[config.mk]
export PLATFORM = sky130hd
export DESIGN_NAME = plc_bit_compare_encode_unit
export DESIGN_NICKNAME = d
export VERILOG_FILES = /design/src/logic/bit_ops_pkg.sv /design/src/logic/msb_encoder.sv /design/src/logic/plc_bit_compare_encode_unit.sv
export SDC_FILE = /design/constraint.sdc
export NUM_CORES = 1
export LEC_CHECK = 0
export BUFFER_PORTS_ARGS = -buffer_cell sky130_fd_sc_hd__buf_4
export CAP_MARGIN = 20
export CORE_AREA = 2 2 131 133
export CTS_CLUSTER_SIZE = 30
export DETAILED_ROUTE_END_ITERATION = 8
export DIE_AREA = 0 0 133 135
export PLACE_DENSITY = 0.67
export SYNTH_ARGS = -nofsm -noshare
export SYNTH_HDL_FRONTEND = slang
export SYNTH_HIERARCHICAL = 1
export SYNTH_SLANG_ARGS = --single-unit
[constraint.sdc]
create_clock -name clk -period 2.4 [get_ports clk]
set_input_delay 0.12 -clock clk [delete_from_list [all_inputs] [get_ports clk]]
set_output_delay 0.12 -clock clk [all_outputs]
set_load 0.1 [all_outputs]
[src/logic/bit_ops_pkg.sv]
// package: opcodes, widths, constants and carriers for the bit unit
package bit_ops_pkg;
  localparam int unsigned WORD_W    = 16;       // register word width
  localparam int unsigned N_MIN     = 1;        // least encoder size code
  localparam int unsigned N_MAX     = 8;        // largest encoder size code
  localparam int unsigned TABLE_MAX = 256;      // 2^N_MAX table bits
  localparam int unsigned POS_W     = 8;        // bit position width
  localparam int unsigned NSZ_W     = 4;        // size code width
  localparam logic [15:0] WORD_ONES = 16'hffff; // register force-on value
  localparam logic [15:0] WORD_ZERO = 16'h0000; // register force-off value
  localparam logic [0:0]  BIT_ON    = 1'h1;     // bit device on
  localparam logic [0:0]  BIT_OFF   = 1'h0;     // bit device off

  // instruction selector, one-hot except OP_NONE, which is all zero
  typedef enum logic [5:0] {
    OP_NONE          = 6'h00,
    OP_UNSIGNED_LE   = 6'h01,
    OP_FORCE_ON      = 6'h02,
    OP_FORCE_OFF     = 6'h04,
    carry_set_instr  = 6'h08,
    carry_clear_instr = 6'h10,
    priority_encode_instr = 6'h20
  } op_e;

  // one instruction request from the sequencer
  typedef struct packed {
    logic                rung_in;   // rung input condition
    op_e                 op;        // instruction
    logic                is_reg;    // operand is a register, not a bit
    logic [WORD_W-1:0]   opnd_a;    // compare operand a
    logic [WORD_W-1:0]   opnd_b;    // compare operand b
    logic [NSZ_W-1:0]    enc_n;     // encoder size code
  } instr_s;

  // write-back towards registers, devices and the rung output; flags leave on their own ports
  typedef struct packed {
    logic                rung_out;  // rung output
    logic                bit_we;    // bit device write
    logic                bit_val;   // bit device value
    logic                word_we;   // register write
    logic [WORD_W-1:0]   word_val;  // register value
    logic                dest_we;   // encoder destination write
    logic [WORD_W-1:0]   dest_val;  // encoder result
  } result_s;
endpackage : bit_ops_pkg

[src/logic/msb_encoder.sv]
// module: priority encoder over a 2^n bit table
`timescale 1ns/100ps
module msb_encoder #(
  parameter int unsigned TBL = bit_ops_pkg::TABLE_MAX,
  parameter int unsigned PW  = bit_ops_pkg::POS_W
) (
  // table and size
  input  wire logic [TBL-1:0]                 table_bits,
  input  wire logic [bit_ops_pkg::NSZ_W-1:0]  size_n,
  // answer
  output logic      [PW-1:0]                  msb_pos,
  output logic                                found
);
  logic [TBL-1:0] valid_mask; // bits inside 2^n

  // mask off table bits beyond the selected size
  genvar g;
  generate
    for (g = 0; g < TBL; g++)
    begin : g_mask
      assign valid_mask[g] = (g < (1 << size_n));
    end
  endgenerate

  // scan upward so the highest on bit wins
  always_comb
  begin
    msb_pos = '0;
    found   = 1'b0;
    for (int i = 0; i < TBL; i++)
    begin
      if (table_bits[i] && valid_mask[i])
      begin
        msb_pos = PW'(i);
        found   = 1'b1;
      end
    end
  end
endmodule : msb_encoder

[src/logic/plc_bit_compare_encode_unit.sv]
// module: compare, force, carry and encode instruction execution
// Contract
// RULE1: comparator on when a<=b, off otherwise/idle
// RULE2: operands compared as unsigned 16-bit words
// RULE3: force-on sets bit, or register to ffff
// RULE4: register force-on sets all sixteen bits
// RULE5: force-off clears bit, or register to zero
// RULE6: forced values persist until later write
// RULE7: carry-set sets carry flag, output on
// RULE8: carry-clear clears carry flag, output on
// RULE9: encoder writes msb position, output on
// RULE10: table starts bit zero, spans words
// RULE11: empty table: no write, off, error set
// RULE12: rung off: nothing changes, output off
`timescale 1ns/100ps
module plc_bit_compare_encode_unit #(
  parameter int unsigned TBL = bit_ops_pkg::TABLE_MAX
) (
  // clock and reset
  input  wire logic                  clk,
  input  wire logic                  reset,
  // request from sequencer
  input  wire bit_ops_pkg::instr_s   instr,
  input  wire logic [TBL-1:0]        enc_table,
  // write-back, registered
  output bit_ops_pkg::result_s       result,
  output logic                       carry_flag_bit,
  output logic                       error_flag_bit
);
  // zero bits above the encoder position in a destination word
  localparam int unsigned PAD_W = bit_ops_pkg::WORD_W - bit_ops_pkg::POS_W;

  bit_ops_pkg::result_s          res_ff;    // registered result
  bit_ops_pkg::result_s          nxt_res;   // next result
  logic                          carry_ff;  // system carry flag
  logic                          nxt_carry; // next carry flag
  logic                          err_ff;    // instruction error flag
  logic                          nxt_err;   // next error flag
  logic [bit_ops_pkg::POS_W-1:0] enc_pos;   // highest on bit found
  logic                          enc_found; // any on bit in the window
  logic                          n_ok;      // size code within 1..8
  logic [TBL-1:0]                win_chk;   // table window, checks only

  // encoder over a table laid out from bit zero upward, word by word
  msb_encoder #(
    .TBL (TBL),
    .PW  (bit_ops_pkg::POS_W)
  ) u_msb_encoder ( // see RULE10
    .table_bits (enc_table),
    .size_n     (instr.enc_n),
    .msb_pos    (enc_pos),
    .found      (enc_found)
  );

  // out-of-range size codes are refused and reported like an empty table
  assign n_ok = (instr.enc_n >= bit_ops_pkg::NSZ_W'(bit_ops_pkg::N_MIN)) &&
                (instr.enc_n <= bit_ops_pkg::NSZ_W'(bit_ops_pkg::N_MAX));

  // ones over the 2^n bits that the size code selects; read by checks only,
  // so the encoder answer is judged by a second, independent expression
  assign win_chk = {TBL{1'b1}} >> (TBL - (32'd1 << instr.enc_n));

  // next values: each write is a one-cycle strobe; the targets hold state
  // outside, so a gated-off rung just sends no strobe and forced values stay
  always_comb
  begin
    nxt_res   = '0;        // no strobes, output off; see RULE12 RULE6
    nxt_carry = carry_ff;  // flags kept unless an instruction runs
    nxt_err   = err_ff;    // sticky until reset
    if (instr.rung_in)
    begin
      case (instr.op)
        bit_ops_pkg::OP_UNSIGNED_LE:
        begin
          // unsigned compare, 0..65535
          nxt_res.rung_out = (instr.opnd_a <= instr.opnd_b); // see RULE1 RULE2
        end
        bit_ops_pkg::OP_FORCE_ON:
        begin
          nxt_res.rung_out = 1'b1;
          nxt_res.bit_we   = ~instr.is_reg;              // see RULE3
          nxt_res.bit_val  = bit_ops_pkg::BIT_ON;
          nxt_res.word_we  = instr.is_reg;
          nxt_res.word_val = bit_ops_pkg::WORD_ONES;     // see RULE4
        end
        bit_ops_pkg::OP_FORCE_OFF:
        begin
          nxt_res.rung_out = 1'b1;
          nxt_res.bit_we   = ~instr.is_reg;              // see RULE5
          nxt_res.bit_val  = bit_ops_pkg::BIT_OFF;
          nxt_res.word_we  = instr.is_reg;
          nxt_res.word_val = bit_ops_pkg::WORD_ZERO;
        end
        bit_ops_pkg::carry_set_instr:
        begin
          nxt_res.rung_out = 1'b1;
          nxt_carry        = 1'b1;                       // see RULE7
        end
        bit_ops_pkg::carry_clear_instr:
        begin
          nxt_res.rung_out = 1'b1;
          nxt_carry        = 1'b0;                       // see RULE8
        end
        bit_ops_pkg::priority_encode_instr:
        begin
          if (enc_found && n_ok)
          begin
            nxt_res.rung_out = 1'b1;                     // see RULE9
            nxt_res.dest_we  = 1'b1;
            nxt_res.dest_val = {{PAD_W{1'b0}}, enc_pos};
          end
          else
          begin
            // empty table: destination untouched, error latched
            nxt_err = 1'b1;                              // see RULE11
          end
        end
        default:
        begin
          nxt_res = '0;
        end
      endcase
    end
    // rung off: no strobes, flags kept, output off; see RULE12 RULE6
  end

  // register stage
  always_ff @(posedge clk)
  begin
    if (reset)
    begin
      res_ff   <= '0;
      carry_ff <= 1'b0;
      err_ff   <= 1'b0;
    end
    else
    begin
      res_ff   <= nxt_res;
      carry_ff <= nxt_carry;
      err_ff   <= nxt_err;
    end
  end

  assign result         = res_ff;
  assign carry_flag_bit = carry_ff;
  assign error_flag_bit = err_ff;
endmodule : plc_bit_compare_encode_unit

After elaboration in Yosys (flattened, before gate mapping)

Cells that the tools add are included.

Register bits: 39
Bits of input ports: 302
Word-level logic and storage cells: 1061

Order comparisons: 259
Equal/unequal tests: 6
Shifts and indexed selects: 1
Multiplexer cells: 516
Bitwise gates (word level): 4
Reductions and logical operators: 265

Operator list:

| cell                                                 | count |
|---|---|
| < comparator 9 x 32 -> 1 bit (first input constant)  | 128 |
| < comparator 8 x 32 -> 1 bit (first input constant)  | 64 |
| < comparator 7 x 32 -> 1 bit (first input constant)  | 32 |
| 2-to-1 mux 8 bit                                     | 128 |
| < comparator 6 x 32 -> 1 bit (first input constant)  | 16 |
| 2-to-1 mux 7 bit                                     | 64 |
| logical AND 1 bit                                    | 258 |
| 2-to-1 mux 1 bit                                     | 258 |
| < comparator 5 x 32 -> 1 bit (first input constant)  | 8 |
| 2-to-1 mux 6 bit                                     | 32 |
| < comparator 4 x 32 -> 1 bit (first input constant)  | 4 |
| 2-to-1 mux 5 bit                                     | 16 |
| < comparator 3 x 32 -> 1 bit (first input constant)  | 2 |
| case mux 19 bit (2 select lines)                     | 1 |
| < comparator 1 x 32 -> 1 bit (first input constant)  | 1 |
| < comparator 2 x 32 -> 1 bit (first input constant)  | 1 |
| 2-to-1 mux 4 bit                                     | 8 |
| << shifter 1 x 4 -> 32 bit (first input constant)    | 1 |
| 2-to-1 mux 17 bit                                    | 1 |
| <= comparator 16 bit                                 | 1 |
| 2-to-1 mux 3 bit                                     | 4 |
| OR reduction 4 bit                                   | 2 |
| equality test 6 x 1 -> 1 bit (second input constant) | 1 |
| equality test 6 x 2 -> 1 bit (second input constant) | 1 |
| other kinds (15)                                     | 19 |

Depth between registers and ports, before layout

Depth in word-level cells: 262
Gate-level depth with buffers: 16

By module

The synthesis kept the hierarchy.

By module, submodules not included:

| module                      | times used | cells an instance | area an instance (um^2) | seq. area each (um^2) |
|---|---|---|---|---|
| msb_encoder                 | 1          | 720               | 4012.6                  | 0.0 |
| plc_bit_compare_encode_unit | 1          | 135               | 1141.1                  | 300.3 |

Worst setup path before layout

Ideal clock, no wire load.

Path kind: input -> register
From: input port instr[3] in the netlist's numbering
To: register res_ff (netlist bit result[0])
Setup time: 0.115 ns
Arrival time: 2.322 ns
Setup slack: -0.037 ns
Cell stages on the path: 11
Path buffers: 0
Cell sequence: or2_1 > o211a_1 > o221a_1 > o22ai_2 > a32oi_1 > a211oi_2 > nor4_1 > or3_1 > o2111a_1 > o311a_1 > and2_1

Elaborated cells on any way between the ends: 1030
Those cells by class: order compare: 258; shift: 1; mux: 511; bitwise: 1; reduce/logical: 259

RTL lines:

| element                         | RTL line                           | source |
|---|---|---|
| start: declaration              | plc_bit_compare_encode_unit.sv:23  | `input wire bit_ops_pkg::instr_s instr,` |
| << shifter 1 x 4 -> 32 bit *    | msb_encoder.sv:21                  | `assign valid_mask[g] = (g < (1 << size_n));` |
| < comparator 2 x 32 -> 1 bit    | msb_encoder.sv:21                  |  |
| logical AND 1 bit               | msb_encoder.sv:32                  | `if (table_bits[i] && valid_mask[i])` |
| 2-to-1 mux 1 bit                | msb_encoder.sv:32                  |  |
| 2-to-1 mux 2 bit (2 in a row)   | msb_encoder.sv:32                  |  |
| 2-to-1 mux 3 bit (4 in a row)   | msb_encoder.sv:32                  |  |
| 2-to-1 mux 4 bit (8 in a row)   | msb_encoder.sv:32                  |  |
| 2-to-1 mux 5 bit (16 in a row)  | msb_encoder.sv:32                  |  |
| 2-to-1 mux 6 bit (32 in a row)  | msb_encoder.sv:32                  |  |
| 2-to-1 mux 7 bit (64 in a row)  | msb_encoder.sv:32                  |  |
| 2-to-1 mux 8 bit (127 in a row) | msb_encoder.sv:32                  |  |
| 2-to-1 mux 8 bit *              | msb_encoder.sv:32                  |  |
| net enc_pos (one bit)           | plc_bit_compare_encode_unit.sv:39  | `logic [bit_ops_pkg::POS_W-1:0] enc_pos;` |
| end signal: assignment          | plc_bit_compare_encode_unit.sv:138 | `res_ff <= nxt_res;` |
| end: declaration                | plc_bit_compare_encode_unit.sv:33  | `bit_ops_pkg::result_s res_ff;` |

Mark *: on every way through the listed nets, which the timed path passes. The rest lies on a longest branch.
A chain may end at the register's enable or synchronous reset.

Worst setup path in the final report

From: input port instr[2] in the netlist's numbering
To: register res_ff (netlist bit result[0])

The elaborated chain is that of the path after synthesis.

==> flow_metrics.env <==
export IMPL_status="complete, but fails checks"
export IMPL_violations="negative setup slack"
export IMPL_slew_headroom_pct=58.07
export IMPL_cts_root_buf="clkbuf_16"
export IMPL_fin_crit_sh_pct=100.9
export IMPL_gp_congestion=0.9636
export IMPL_cp_data_arrival_time_ns=2.56
export IMPL_ys_types=76
export IMPL_timing_final_ws_setup_ns=-0.02046
export IMPL_min_path_cells=2
export IMPL_drive_gt1_share_pct=41.85
export IMPL_r2r_cells=2
export IMPL_fmax_mhz=413.1
export IMPL_multi_input_area_um2=4564
export IMPL_via_per_inst=5.463
export IMPL_io_pins=341
export IMPL_fill_cells=1640
export IMPL_setup_viol=1
export IMPL_antenna_left=0
export IMPL_core_area_um2=16410
export IMPL_worst_pin_slew_ns=0.6209
export IMPL_worst_ir_drop_vdd_v=0.0001707
export IMPL_gr_total_overflow=0
export IMPL_cts_tree="built"
export IMPL_powerDensity_nw_per_um2=219.6
export IMPL_clockBufferDepth=2
export IMPL_start_util_pct=31.41
export IMPL_antenna_cells=0
export IMPL_clock_skew_ns=0
export IMPL_synth_area_top_cells="nor2_1 (9.0%), a21oi_1 (7.9%), o21ai_0 (6.3%)"
export IMPL_fin_crit_ns=2.420
export IMPL_dieArea_um2=17960
export IMPL_drtIter0Drc=464
export IMPL_syn_to_final_growth_pct=83.61
export IMPL_dpl_hpwl_um=21140
export IMPL_grt_util_all_layers_pct=25.14
export IMPL_synth_edf_count=0
export IMPL_total_leakage_power_nw=4.405
export IMPL_cp_end_kind="register"
export IMPL_clkTransAtPathRegs_ns=0.05
export IMPL_clock_sinks=15
export IMPL_io_buffers=332
export IMPL_crit_path_start_kind="input port"
export IMPL_synthCells=855
export IMPL_nets=1662
export IMPL_grt_max_degree=30
export IMPL_dieWidth_um=133
export IMPL_synthesis_area_um2=5154
export IMPL_hold_path_class="input port to register"
export IMPL_final_cell_mix="buf_4 (506), nor2_1 (123), a21oi_1 (77)"
export IMPL_grt_pass1_wl_um=37960
export IMPL_slew_violations=0
export IMPL_wirelength_um=24600
export IMPL_num_rows=47
export IMPL_drc=0
export IMPL_finalHoldViolCount=0
export IMPL_crit_chain="buf_6 > or2_1 > o211a_1 > o221a_1 > o22ai_2 > nand4_1 > a211oi_2 > nor4_2 > or3_1 > o2111a_1 > o311a_1 > and2_1"
export IMPL_syn_avg_cell_area_um2=6.028
export IMPL_cp_slowest_stage_delay_ns=0.32
export IMPL_yosysSeqAreaShare_pct=5.827
export IMPL_ys_ff_latch=15
export IMPL_grt_antenna_before_repair=0
export IMPL_power_w=0.002078
export IMPL_drtPass1Iterations=7
export IMPL_critPathKind="input port to register"
export IMPL_cp_data_required_time_ns=2.54
export IMPL_cts_buffers=3
export IMPL_grt_pass1_vias=8097
export IMPL_avgRoutedWirePerCell_um=15.74
export IMPL_final_seq_area_um2=300.3
export IMPL_hold_slack_ns=0.05379
export IMPL_async_reset_ff_share_pct=0
export IMPL_critPathSlowestCell="or3_1"
export IMPL_synth_top_area_cell="nor2_1"
export IMPL_critical_path_peak_fanout=3
export IMPL_drv_cap=0
export IMPL_synthFlopType="dfxtp_1"
export IMPL_rsz0062_at_grt="yes"
export IMPL_final_common_cell="buf_4"
export IMPL_synth_top_area_share_pct=9.031
export IMPL_yosysWarnings=6
export IMPL_cts_max_level=1
export IMPL_vias=8538
export IMPL_die_h_um=135
export IMPL_clock_latency_ns=0.24
export IMPL_ctsHoldBuffers=0
-- path summary, 6_finish.rpt --
path	to	slack, ns	from
max	result[0]	-0.02	instr[2]
min	result[35]	0.05	instr[36]
max reg2reg	carry_flag_bit	1.73	carry_flag_bit
min reg2reg	carry_flag_bit	0.48	carry_flag_bit
-- cell type report --
cell class,instances,area share (%)
clock buffers,4,0.8330
inverters,68,2.737
multi-input cells,739,48.23
flip-flops and latches,15,3.173
well taps,220,2.909
repair buffers,517,42.11
-- sequential cells by signal, summed over array words and instances (netlist names) --
register,cells
result,13
error_flag_bit,1
carry_flag_bit,1
-- critical path: cells and delay by family --
family	cells	cell delay (ns)
AO/OA/AOI/OAI	6	1.40
AND/OR/NAND/NOR	5	0.93
buffers and inverters	1	0.09
-- metrics by stage --
stage	utilization, %	TNS (ns)	cells	worst slack [ns]	area, um^2
6_report	57.68	-0.02046	1563	-0.02046	9463
5_1_grt	57.68	-0.2081	1563	-0.1064	9463
4_1_cts	56.08	-0.03600	1557	-0.03600	9201
3_5_place_dp	55.45	-3.109	1553	-0.4216	9097
3_3_place_gp	55.45	-2.299	1553	-0.3343	9097
2_1_floorplan	-	-0.008139	862	-0.008139	5197
-- metal layers --
layer | part of all wire (%) | routed length [um] | GRT usage [%]
met1 | 41 | 10040 | 30.20
met3 | 6.8 | 1681 | 2.928
met2 | 51 | 12510 | 48.07
met5 | 0 | 0 | 0
met4 | 1.5 | 357 | 4.958
-- cell usage after synthesis, drive strengths merged, types with 5 or more instances --
master	n
a211oi	12
a21boi	9
a21o	7
a21oi	82
a221oi	5
a31oi	14
and2	10
buf	32
clkbuf	8
dfxtp	15
ha	16
inv	68
nand2	70
nand2b	10
nand3	16
nand4	10
nand4b	5
nor2	125
nor2b	12
nor3	43
nor4	48
nor4b	6
o211ai	5
o21ai	66
o21bai	6
o221ai	9
o22ai	7
o31a	5
o31ai	30
o41ai	30
or4	11
-- cell families after synthesis --
group | synth area share (%)
xor gates and xnor gates | 0.3400
and+or+nand+nor | 37.14
other | 0.07276
DFF | 5.827
buffers and inverters | 9.905
adders and majority gates | 3.884
AOI/OAI and AO/OA | 42.83
-- power by group --
group          switching, W  internal, W
logic              0.000731     0.000774
registers       0.000000738     0.000251
clock network     0.0000971     0.000225
total              0.000829      0.00125
-- what timing repair did --
action	CTS	global route
cloned	0	2
endpoints found under the setup margin	9	10
pin swaps	9	10
gates resized for setup	9	39
setup buffers	0	4
Power figures use the tool's default switching activity.
